===== src/hw/spg_pkg.sv =====
package spg_pkg;

  // Register word offsets (byte addresses, one aligned word each)
  localparam logic [3:0] SPG_OFF_SUPPLY_GUARD_CONTROL = 4'h0;
  localparam logic [3:0] SPG_OFF_UNDER_LOCKOUT_LEVEL = 4'h4;
  localparam logic [3:0] SPG_OFF_OVER_LOCKOUT_LEVEL = 4'h8;
  localparam logic [3:0] SPG_OFF_OUTPUT_OV_CONTROL = 4'hc;
  localparam logic [3:0] SPG_OFF_OUTPUT_OV_REFERENCE = 4'h0;
  localparam logic [4:0] SPG_OFF_OUTPUT_OV_REFERENCE_W = 5'h10;
  localparam logic [4:0] SPG_OFF_IRQ_FLAGS = 5'h14;

  // Supply guard control field positions
  localparam int SPG_UL_EN_BIT = 7;
  localparam int SPG_UL_STAT_BIT = 6;
  localparam int SPG_UL_RISE_BIT = 5;
  localparam int SPG_UL_FALL_BIT = 4;
  localparam int SPG_OL_EN_BIT = 3;
  localparam int SPG_OL_STAT_BIT = 2;
  localparam int SPG_OL_RISE_BIT = 1;
  localparam int SPG_OL_FALL_BIT = 0;

  // Output overvoltage control field positions
  localparam int SPG_OV_EN_BIT = 3;
  localparam int SPG_OV_STAT_BIT = 2;
  localparam int SPG_OV_RISE_BIT = 1;
  localparam int SPG_OV_FALL_BIT = 0;

  // Interrupt flag register field positions
  localparam int SPG_IF_UL_BIT = 0;
  localparam int SPG_IF_OL_BIT = 1;
  localparam int SPG_IF_OV_BIT = 2;

  // Reset values
  localparam logic [7:0] SPG_RST_CONTROL = 8'h00;
  localparam logic [5:0] SPG_RST_LEVEL = 6'h00;
  localparam logic [7:0] SPG_RST_REFERENCE = 8'h00;
  localparam logic [31:0] SPG_READ_UNMAPPED = 32'h00000000;

  // One comparator channel: enable, edge enables
  typedef struct packed {
    logic enable;
    logic rise_en;
    logic fall_en;
  } spg_chan_cfg_t;

  // Synchroniser and edge state of one comparator
  typedef struct packed {
    logic meta;
    logic sync;
    logic prev;
  } spg_chan_sync_t;

  // Whole block state
  typedef struct packed {
    spg_chan_cfg_t ul_cfg;
    spg_chan_cfg_t ol_cfg;
    spg_chan_cfg_t ov_cfg;
    logic [5:0] under_lockout_code;
    logic [5:0] over_lockout_code;
    logic [7:0] output_overvoltage_code;
    spg_chan_sync_t ul_s;
    spg_chan_sync_t ol_s;
    spg_chan_sync_t ov_s;
    logic under_lockout_irq_flag;
    logic over_lockout_irq_flag;
    logic output_overvoltage_irq_flag;
    logic [31:0] readdata;
    logic waitrequest;
    logic readdatavalid_unused;
    logic primary_gate_drive;
    logic secondary_gate_drive;
    logic primary_force_low;
  } spg_state_t;

endpackage


===== src/hw/spg_ctrl.sv =====
// How it works
// (RULE1) Lockout flags set regardless of lockout enables
// (RULE2) Under-lockout enabled and low: both gates off
// (RULE3) Under-lockout clears itself when supply recovers
// (RULE4) Over-lockout enabled and high: both gates off
// (RULE5) Over-lockout clears itself when supply falls
// (RULE6) Flags set regardless of enables or global enable
// (RULE7) Control bits 7..4 under, 3..0 over
// (RULE8) Lockout status bits read-only, show comparator
// (RULE9) Under-lockout edge enables select flag-setting edges
// (RULE10) Over-lockout edge enables select flag-setting edges
// (RULE11) Six-bit under-lockout code, upper bits zero
// (RULE12) Six-bit over-lockout code, upper bits zero
// (RULE13) Output overvoltage: secondary high, primary low
// (RULE14) Overvoltage control bits 3..0, 7..4 zero
// (RULE15) Overvoltage status bit shows comparator state
// (RULE16) Overvoltage edge enables select flag-setting edges
// (RULE17) Eight-bit reference code feeds the DAC
// (RULE18) Reference on inverting input versus divided output
// (RULE19) Two-flop sync, flags sticky until cleared
// (RULE20) Gate overrides follow synchronized faults promptly
`timescale 1ns/1ps
`default_nettype none

module spg_ctrl (
  input wire logic clk,
  input wire logic reset_n,
  // Avalon-MM slave
  input wire logic [4:0] avs_address,
  input wire logic avs_read,
  input wire logic avs_write,
  input wire logic [31:0] avs_writedata,
  input wire logic [3:0] avs_byteenable,
  output logic [31:0] avs_readdata,
  output logic avs_waitrequest,
  // Analog comparator outputs, high means fault
  input wire logic under_lockout_cmp,
  input wire logic over_lockout_cmp,
  input wire logic output_overvoltage_cmp,
  // Gate requests from the modulator
  input wire logic primary_gate_req,
  input wire logic secondary_gate_req,
  // Threshold codes to the analog references
  output logic [5:0] under_lockout_code,
  output logic [5:0] over_lockout_code,
  output logic [7:0] output_overvoltage_code,
  // Protected gate drives
  output logic primary_gate_drive,
  output logic secondary_gate_drive,
  // Sticky flags toward the interrupt flag register
  output logic under_lockout_irq_flag,
  output logic over_lockout_irq_flag,
  output logic output_overvoltage_irq_flag
);

  ////////////////////////////////////////////////////////////////////////////
  // State

  spg_pkg::spg_state_t st_reg; // All registered state
  spg_pkg::spg_state_t st_next; // Next value of all state

  ////////////////////////////////////////////////////////////////////////////
  // Edge detection helper

  // Flag-setting event from an edge and its enables
  function automatic logic spg_edge_hit(input spg_pkg::spg_chan_sync_t s,
                                        input spg_pkg::spg_chan_cfg_t c);
    logic rise;
    logic fall;
    rise = s.sync & ~s.prev;
    fall = ~s.sync & s.prev;
    spg_edge_hit = (rise & c.rise_en) | (fall & c.fall_en);
  endfunction

  ////////////////////////////////////////////////////////////////////////////
  // Next-state logic

  // Bus decode, synchronisers, flags and gate overrides
  always_comb begin
    logic wr_hit;
    logic rd_hit;
    logic ul_evt;
    logic ol_evt;
    logic ov_evt;
    logic lockout;
    logic ov_fault;
    logic [7:0] wb;
    logic [31:0] rd;
    wr_hit = 1'b0;
    rd_hit = 1'b0;
    ul_evt = 1'b0;
    ol_evt = 1'b0;
    ov_evt = 1'b0;
    lockout = 1'b0;
    ov_fault = 1'b0;
    wb = avs_writedata[7:0];
    rd = spg_pkg::SPG_READ_UNMAPPED;
    st_next = st_reg;

    // Two-flop synchronisers; first flop feeds only the second
    st_next.ul_s.meta = under_lockout_cmp; // [RULE19]
    st_next.ul_s.sync = st_reg.ul_s.meta; // [RULE19]
    st_next.ul_s.prev = st_reg.ul_s.sync;
    st_next.ol_s.meta = over_lockout_cmp; // [RULE19]
    st_next.ol_s.sync = st_reg.ol_s.meta; // [RULE19]
    st_next.ol_s.prev = st_reg.ol_s.sync;
    st_next.ov_s.meta = output_overvoltage_cmp; // [RULE19] [RULE18]
    st_next.ov_s.sync = st_reg.ov_s.meta;
    st_next.ov_s.prev = st_reg.ov_s.sync;

    // Edge events ignore the module enables entirely
    ul_evt = spg_edge_hit(st_reg.ul_s, st_reg.ul_cfg); // [RULE9] [RULE1] [RULE6]
    ol_evt = spg_edge_hit(st_reg.ol_s, st_reg.ol_cfg); // [RULE10] [RULE1] [RULE6]
    ov_evt = spg_edge_hit(st_reg.ov_s, st_reg.ov_cfg); // [RULE16] [RULE6]

    // One wait state: waitrequest drops the cycle after a request,
    // so registered read data already stands at the accepting edge
    st_next.waitrequest = ~((avs_read | avs_write) & st_reg.waitrequest);
    wr_hit = avs_write & ~st_reg.waitrequest & avs_byteenable[0];
    rd_hit = avs_read & st_reg.waitrequest;

    // Register writes; only the low byte lane carries data
    if (wr_hit) begin
      unique case (avs_address)
        {1'b0, spg_pkg::SPG_OFF_SUPPLY_GUARD_CONTROL}: begin
          // Status bits are read-only and not stored
          st_next.ul_cfg.enable = wb[spg_pkg::SPG_UL_EN_BIT]; // [RULE7]
          st_next.ul_cfg.rise_en = wb[spg_pkg::SPG_UL_RISE_BIT]; // [RULE7]
          st_next.ul_cfg.fall_en = wb[spg_pkg::SPG_UL_FALL_BIT];
          st_next.ol_cfg.enable = wb[spg_pkg::SPG_OL_EN_BIT];
          st_next.ol_cfg.rise_en = wb[spg_pkg::SPG_OL_RISE_BIT];
          st_next.ol_cfg.fall_en = wb[spg_pkg::SPG_OL_FALL_BIT];
        end
        {1'b0, spg_pkg::SPG_OFF_UNDER_LOCKOUT_LEVEL}: begin
          st_next.under_lockout_code = wb[5:0]; // [RULE11]
        end
        {1'b0, spg_pkg::SPG_OFF_OVER_LOCKOUT_LEVEL}: begin
          st_next.over_lockout_code = wb[5:0]; // [RULE12]
        end
        {1'b0, spg_pkg::SPG_OFF_OUTPUT_OV_CONTROL}: begin
          st_next.ov_cfg.enable = wb[spg_pkg::SPG_OV_EN_BIT]; // [RULE14]
          st_next.ov_cfg.rise_en = wb[spg_pkg::SPG_OV_RISE_BIT];
          st_next.ov_cfg.fall_en = wb[spg_pkg::SPG_OV_FALL_BIT];
        end
        spg_pkg::SPG_OFF_OUTPUT_OV_REFERENCE_W: begin
          st_next.output_overvoltage_code = wb; // [RULE17]
        end
        spg_pkg::SPG_OFF_IRQ_FLAGS: begin
          // Write one to clear; handled below so a set wins
        end
        default: begin
          // Unmapped write is ignored
        end
      endcase
    end

    // Sticky flags: clear on write-one, a same-cycle event wins
    if (wr_hit && avs_address == spg_pkg::SPG_OFF_IRQ_FLAGS) begin
      if (wb[spg_pkg::SPG_IF_UL_BIT]) begin
        st_next.under_lockout_irq_flag = 1'b0;
      end
      if (wb[spg_pkg::SPG_IF_OL_BIT]) begin
        st_next.over_lockout_irq_flag = 1'b0;
      end
      if (wb[spg_pkg::SPG_IF_OV_BIT]) begin
        st_next.output_overvoltage_irq_flag = 1'b0;
      end
    end
    if (ul_evt) begin
      st_next.under_lockout_irq_flag = 1'b1; // [RULE19]
    end
    if (ol_evt) begin
      st_next.over_lockout_irq_flag = 1'b1; // [RULE19]
    end
    if (ov_evt) begin
      st_next.output_overvoltage_irq_flag = 1'b1; // [RULE19]
    end

    // Read mux; reserved and unmapped bits read zero
    unique case (avs_address)
      {1'b0, spg_pkg::SPG_OFF_SUPPLY_GUARD_CONTROL}: begin
        rd[spg_pkg::SPG_UL_EN_BIT] = st_reg.ul_cfg.enable; // [RULE7]
        rd[spg_pkg::SPG_UL_STAT_BIT] = st_reg.ul_s.sync; // [RULE8]
        rd[spg_pkg::SPG_UL_RISE_BIT] = st_reg.ul_cfg.rise_en;
        rd[spg_pkg::SPG_UL_FALL_BIT] = st_reg.ul_cfg.fall_en;
        rd[spg_pkg::SPG_OL_EN_BIT] = st_reg.ol_cfg.enable;
        rd[spg_pkg::SPG_OL_STAT_BIT] = st_reg.ol_s.sync; // [RULE8]
        rd[spg_pkg::SPG_OL_RISE_BIT] = st_reg.ol_cfg.rise_en;
        rd[spg_pkg::SPG_OL_FALL_BIT] = st_reg.ol_cfg.fall_en;
      end
      {1'b0, spg_pkg::SPG_OFF_UNDER_LOCKOUT_LEVEL}: begin
        rd[5:0] = st_reg.under_lockout_code; // [RULE11]
      end
      {1'b0, spg_pkg::SPG_OFF_OVER_LOCKOUT_LEVEL}: begin
        rd[5:0] = st_reg.over_lockout_code; // [RULE12]
      end
      {1'b0, spg_pkg::SPG_OFF_OUTPUT_OV_CONTROL}: begin
        rd[spg_pkg::SPG_OV_EN_BIT] = st_reg.ov_cfg.enable; // [RULE14]
        rd[spg_pkg::SPG_OV_STAT_BIT] = st_reg.ov_s.sync; // [RULE15]
        rd[spg_pkg::SPG_OV_RISE_BIT] = st_reg.ov_cfg.rise_en;
        rd[spg_pkg::SPG_OV_FALL_BIT] = st_reg.ov_cfg.fall_en;
      end
      spg_pkg::SPG_OFF_OUTPUT_OV_REFERENCE_W: begin
        rd[7:0] = st_reg.output_overvoltage_code;
      end
      spg_pkg::SPG_OFF_IRQ_FLAGS: begin
        rd[spg_pkg::SPG_IF_UL_BIT] = st_reg.under_lockout_irq_flag;
        rd[spg_pkg::SPG_IF_OL_BIT] = st_reg.over_lockout_irq_flag;
        rd[spg_pkg::SPG_IF_OV_BIT] = st_reg.output_overvoltage_irq_flag;
      end
      default: begin
        rd = spg_pkg::SPG_READ_UNMAPPED;
      end
    endcase
    // Readdata holds its last value between reads
    if (rd_hit) begin
      st_next.readdata = rd;
    end
    st_next.readdatavalid_unused = 1'b0;

    // Gate overrides from synchronized comparator levels.
    // Lockout drops as soon as the comparator falls back, no software step.
    lockout = (st_reg.ul_cfg.enable & st_reg.ul_s.sync) // [RULE2] [RULE3]
            | (st_reg.ol_cfg.enable & st_reg.ol_s.sync); // [RULE4] [RULE5]
    ov_fault = st_reg.ov_cfg.enable & st_reg.ov_s.sync; // [RULE13]
    // Lockout beats overvoltage: with supply out of range nothing switches
    if (lockout) begin
      st_next.primary_gate_drive = 1'b0; // [RULE20]
      st_next.secondary_gate_drive = 1'b0;
    end else if (ov_fault) begin
      st_next.primary_gate_drive = 1'b0; // [RULE13] [RULE20]
      st_next.secondary_gate_drive = 1'b1;
    end else begin
      st_next.primary_gate_drive = primary_gate_req;
      st_next.secondary_gate_drive = secondary_gate_req;
    end
    st_next.primary_force_low = lockout | ov_fault;
  end

  ////////////////////////////////////////////////////////////////////////////
  // State register

  // Synchronous active-low reset to constants
  always_ff @(posedge clk) begin
    if (!reset_n) begin
      st_reg <= '0;
      st_reg.waitrequest <= 1'b1;
      st_reg.under_lockout_code <= spg_pkg::SPG_RST_LEVEL;
      st_reg.over_lockout_code <= spg_pkg::SPG_RST_LEVEL;
      st_reg.output_overvoltage_code <= spg_pkg::SPG_RST_REFERENCE;
    end else begin
      st_reg <= st_next;
    end
  end

  ////////////////////////////////////////////////////////////////////////////
  // Outputs, all straight from flops

  assign avs_readdata = st_reg.readdata;
  assign avs_waitrequest = st_reg.waitrequest;
  assign under_lockout_code = st_reg.under_lockout_code; // [RULE11]
  assign over_lockout_code = st_reg.over_lockout_code; // [RULE12]
  assign output_overvoltage_code = st_reg.output_overvoltage_code; // [RULE17] [RULE18]
  assign primary_gate_drive = st_reg.primary_gate_drive;
  assign secondary_gate_drive = st_reg.secondary_gate_drive;
  assign under_lockout_irq_flag = st_reg.under_lockout_irq_flag;
  assign over_lockout_irq_flag = st_reg.over_lockout_irq_flag;
  assign output_overvoltage_irq_flag = st_reg.output_overvoltage_irq_flag;

endmodule

`default_nettype wire


===== config.mk =====
export PLATFORM = sky130hd
export DESIGN_NAME = spg_ctrl
export DESIGN_NICKNAME = d
export VERILOG_FILES = /design/src/hw/spg_pkg.sv /design/src/hw/spg_ctrl.sv
export SDC_FILE = /design/constraint.sdc
export NUM_CORES = 1
export LEC_CHECK = 0
export BUFFER_PORTS_ARGS = -buffer_cell sky130_fd_sc_hd__buf_2
export CORE_UTILIZATION = 49
export CTS_CLUSTER_SIZE = 12
export DETAILED_ROUTE_END_ITERATION = 7
export PLACE_DENSITY = 0.81
export SETUP_SLACK_MARGIN = 0.02
export SLEW_MARGIN = 20
export SYNTH_ARGS = -nofsm -noshare
export SYNTH_HDL_FRONTEND = slang
export SYNTH_SLANG_ARGS = --single-unit

===== constraint.sdc =====
create_clock -name clk -period 1.48 [get_ports clk]
set_input_delay 0.296 -clock clk [delete_from_list [all_inputs] [get_ports clk]]
set_output_delay 0.296 -clock clk [all_outputs]
set_load 0.05 [all_outputs]

== Word level (Yosys, flattened, before mapping) ==
Index checks and enable logic that the tools add are counted.
Widths: inputs -> output; s select.

* Logic and storage cells: 96
* Bits of input ports: 50
* Register bits: 52

* Reductions and logical operators: 18
* Bitwise logic cells: 33
* Equal/unequal tests: 5
* Muxes and demuxes: 12

{| class="wikitable"
|+ Operators with widths
! operator !! count
|-
| $and 1x1->1 || 19
|-
| $pmux 3 s6 || 1
|-
| $reduce_and 2->1 || 8
|-
| $reduce_bool 2->1 || 6
|-
| $eq 5x4->1 const B || 2
|-
| $eq 5x5->1 const B || 2
|-
| $not 1->1 || 9
|-
| $pmux 2 s4 || 1
|-
| $mux 1 || 7
|-
| $eq 5x3->1 const B || 1
|-
| $logic_not 5->1 || 1
|-
| $or 1x1->1 || 5
|-
| $pmux 1 s5 || 1
|-
| $pmux 2 s2 || 1
|-
| $mux 3 || 1
|-
| $reduce_or 3->1 || 1
|-
| $reduce_or 2->1 || 1
|-
| $logic_and 1x1->1 || 1
|}

== Logic depth before layout (Yosys ltp) ==
* Depth in word-level cells: 6
* Gate-level depth with buffers: 6

== Least setup slack after synthesis ==
OpenSTA, ideal clock, no wires.

* Kind: register to register
* From: reg st_reg, in the netlist avs_waitrequest
* To: reg, netlist name over_lockout_code[0]
* Setup time: 116 ps
* Data arrival time: 1461 ps
* Path buffers: 1
* Stages on the path, launching flop included: 6
* Clock period less this slack: 1577 ps
* Setup slack: -97 ps
* Cell sequence: dfxtp_1 > and3b_1 > buf_4 > nand3_2 > mux2i_1 > nor2b_1

* Longest elaborated chain between the ends: 4

{| class="wikitable"
|+ RTL lines
! element !! RTL line !! source
|-
| start: declaration || spg_ctrl.sv:59 || <nowiki>spg_pkg::spg_state_t st_reg;</nowiki>
|-
| start signal: assignment || spg_ctrl.sv:252 || <nowiki>st_reg <= st_next;</nowiki>
|-
| $not 1->1 || spg_ctrl.sv:119 || <nowiki>wr_hit = avs_write & ~st_reg.waitrequest & avs_byteenable[0];</nowiki>
|-
| $and 1x1->1 (2 in a row) || spg_ctrl.sv:119 ||
|-
| $reduce_and 2->1 (no line) || n/a ||
|}

No other way between the ends.
A chain may end at the register's enable or synchronous reset.

== Worst setup path after layout ==
* From: reg st_reg, in the netlist avs_waitrequest
* To: reg, netlist name under_lockout_code[2]

* Longest elaborated chain between the ends: 4

{| class="wikitable"
|+ RTL lines
! element !! RTL line
|-
| $not 1->1 || spg_ctrl.sv:119
|-
| $and 1x1->1 (2 in a row) || spg_ctrl.sv:119
|-
| $reduce_and 2->1 (no line) || n/a
|}

No other way between the ends.

==> reports/summary.md <==
For the final-report max-slew violation count, the log shows 0. The clock arrives with 0.005561 ns of skew. The initial antenna violation count was 0. Max-cap violations in this run came to 0.

Global routing consumed, over all layers together, 20.37% of the routing resources. The DRC marker count from the first detailed-route iteration came out at 111. The average via count per standard cell was 5.054. The floorplan has 26 rows.

After synthesis, the mean cell area works out to 9.265 um2. The number of global-route vias before repair was 1,926; the total wire length was 5.802 mm. The buffer depth of the longest clock path is 2, and the global-route wire length before repair is 9.315 mm.

For the maximum clock frequency, the log shows 725.1 MHz. The critical path goes through and3b_2 > nand4_2 > buf_4 > mux2i_1 > nor2b_1. For this run, design rule violations remaining after detail routing come to 0. The run gives 0.8935 as the placer's final routability congestion estimate. Routed signal wires occupy layers up through met4.

For the post-synthesis instance area, the log shows 2724 um2. Hold timing on the final database bottoms out at a slack of 0.1923 ns. The worst hold path was traced through 2 stages.

Width of the chip: 76.56 um. The maximum net fanout on the critical path is 8. The leakage dissipation is 0.001401 uW.

The class of the most critical setup path is register to register. The final standard cell area without fillers was 2944 um2. The cell sitting at the root of the clock tree is a clkbuf_8.

TritonCTS built the clock tree. After clock tree synthesis, the flow added hold-fix buffers numbering 0. The region available for standard cell placement spans 5238 um2.

The count of port buffers added during placement is 56. For the part of the Yosys area used for sequential elements, the log shows 38.22%. For the data arrival at the endpoint of the critical path, the log shows 1.58 ns. Leaving out fill and tap cells, the most frequent cell in the layout is buf_2.

The tools report the startpoint of the lowest-slack hold path as under_lockout_cmp. The number of clock buffers added by TritonCTS is 5. In the final routing, the length of wire on met1 measures 2.478 mm. The buffer and inverter count on the worst path is 1. The floorplan die height is 76.56 um, and the clock period minus final worst setup slack is 1.379 ns. For the final routed database, the setup TNS stands at 0 ns.

Setup repair after global routing left no endpoint under its margin. The worst setup path is captured at a register. The critical register-to-register path endpoint was under_lockout_code[2]. Cells fill 56.21% of the core in the end. Cell type of the slowest stage on the worst timing path: dfxtp_2.

Data on the critical path is required at its endpoint by 1.68 ns. The library cells used most frequently in the layout, excluding fill and tap cells, are buf_2 (56), dfxtp_1 (51), conb_1 (24), nand2_1 (23). The number of endpoints with negative hold slack in the final report is 0, and the count of antenna diodes in the layout is 0. Cells with a size suffix above 1 make up 30.45% of the layout. Once placement finished, the instance area stood at 2833 um2.

The number of endpoints failing setup at the final stage was 0. The number of nets with antenna violations after routing is 0, and the largest stage delay on the critical path is 0.35 ns. Relative to the synthesized area, the layout overhead comes to 8.084%. The number of cells on the worst reg-to-reg path is 5.

The run finished with clean final reports. For the synthesized instance count, the log shows 294. In this run the critical register-to-register path is launched from avs_waitrequest. Pin count of the biggest net entering global routing: 17. For the count of different cell masters after synthesis, the log shows 42.

The detailed-routed wire length on met2 came out at 2.781 mm. The register with the most flip-flops in the layout has 12 of them. The register bit count reported by yosys is 52, and the maximum ir drop on the vdd rail is 546.7 uV.

The routed design uses 426 um of met3 wire. The worst path uses 93.18% of the clock period. Total power for the finished layout comes to 2669 uW. The logs give 5861 um2 for the die outline area and 0 for the number of warnings printed during yosys synthesis. The clock reaches the later pin of the worst-skew pair after 0.30 ns.

The count of pins on the block boundary was 108; the average wire per standard cell was 14.33 um. The critical path starts at avs_waitrequest. For the post-DP HPWL, the log shows 4.365 mm. On the critical path the largest part of the delay comes from simple AND/OR/NAND/NOR gates. The tools report the startpoint type of the worst setup path as a register. The H-tree was split into 2 levels.

Global routing finished with a remaining overflow of 0. For this design the ratio of total power to cell area is 906.7 nW/um2. For this run, the detailed router's first-pass iteration total came to 4. Setup slack on the worst reg-to-reg path comes out at 0.10 ns. The worst hold path terminates at st_next[47]. Clock-pin slew was measured on the worst setup and hold paths at 0.09 ns.

Once the floorplan was initialized, standard cells occupied 52.01% of the core. Counting every sink on the clock net gives 52. The via count was 2,047. In the final design database the tool counted 384 nets. Type of the worst min-delay path: primary input to register.
[cell families after synthesis]
logic type             share of synthesized area (%)
other                                         0.1377
DFF                                            38.22
AOI/OAI and AO/OA                              13.00
buffers and inverters                          17.96
muxes                                          10.24
and+or+nand+nor                                20.44
[worst register-to-register path, cell delays in order, from the launching register on]
cell     delay [ns]
dfxtp_2        0.35
and3b_2        0.35
nand4_2        0.17
buf_4          0.20
mux2i_1        0.15
nor2b_1        0.06
[worst max path at each step]
stage	cells after the start	slack, ns	endpoint
after floorplan	5	0.08	over_lockout_code[0]
after global placement	6	-0.007	avs_readdata[4]
after detailed placement	6	-0.04	avs_readdata[0]
after CTS	4	0.11	output_overvoltage_code[6]
after global routing	4	0.01	over_lockout_code[0]
final	5	0.10	under_lockout_code[2]
[routing by layer]
layer | up-vias | global-route usage (%)
met1 | 937 | 24.80
met2 | 89 | 33.60
met5 | - | 0
met3 | 13 | 5.629
met4 | 0 | 8.654
li1 | 1008 | -
[layout make-up]
| cell class | count | area (um2) |
|---|---|---|
| tap | 70 | 87.58 |
| multi-input combinational | 197 | 1286 |
| inverter | 2 | 7.507 |
| clock buffer | 8 | 90.09 |
| timing repair buffer | 76 | 430.4 |
| fill | 485 | 2293 |
| sequential | 52 | 1042 |
[what timing repair did]
action                     4_1_cts  5_1_grt
cloned                           0        0
buffers inserted                 0        2
gates resized for setup          1        1
setup endpoints to repair       13       10
[synthesized netlist by cell type, drive strengths merged]
| cell type | number | share of area [%] |
|---|---|---|
| and2b | 1 | 0.32 |
| a21boi | 18 | 5.0 |
| a31o | 2 | 0.64 |
| nor3 | 2 | 0.78 |
| and2 | 12 | 2.8 |
| a22oi | 2 | 0.55 |
| and4 | 1 | 0.41 |
| dfxtp | 52 | 38 |
| nand2b | 1 | 0.23 |
| clkbuf | 7 | 0.96 |
| nand3 | 20 | 3.9 |
| inv | 2 | 0.28 |
| nor2 | 10 | 1.6 |
| o21ai | 11 | 2.0 |
| nor2b | 19 | 4.4 |
| o31ai | 2 | 0.55 |
| and3b | 1 | 0.32 |
| o211ai | 1 | 0.28 |
| and3 | 1 | 0.23 |
| a21oi | 5 | 0.92 |
| a311oi | 1 | 0.32 |
| buf | 59 | 17 |
| o211a | 1 | 0.37 |
| o22ai | 2 | 0.46 |
| nand2 | 23 | 3.2 |
| mux2 | 3 | 1.2 |
| a221oi | 2 | 1.1 |
| nand4 | 2 | 0.92 |
| mux2i | 20 | 7.3 |
| nor4b | 1 | 0.32 |
| nor4bb | 1 | 0.37 |
| conb | 1 | 0.14 |
| nand3b | 3 | 0.83 |
| mux4 | 2 | 1.7 |
| o21a | 3 | 0.83 |
[report_power, final]
group          leakage, uW  switching (uW)  total [uW]  internal [uW]
Combinational     0.000933             308         412            104
Clock            0.0000455             438         820            382
Sequential        0.000422            14.7        1440           1420
Total              0.00140             760        2670           1910
[stage by stage]
stage / setup WS [ns] / cells
floorplan: 0.08313 / 317
global placement: -0.007311 / 395
detailed placement: -0.04151 / 395
CTS: 0.1065 / 403
global route: 0.01437 / 405
finish: 0.1010 / 405
Power figures use the tool's default switching activity.
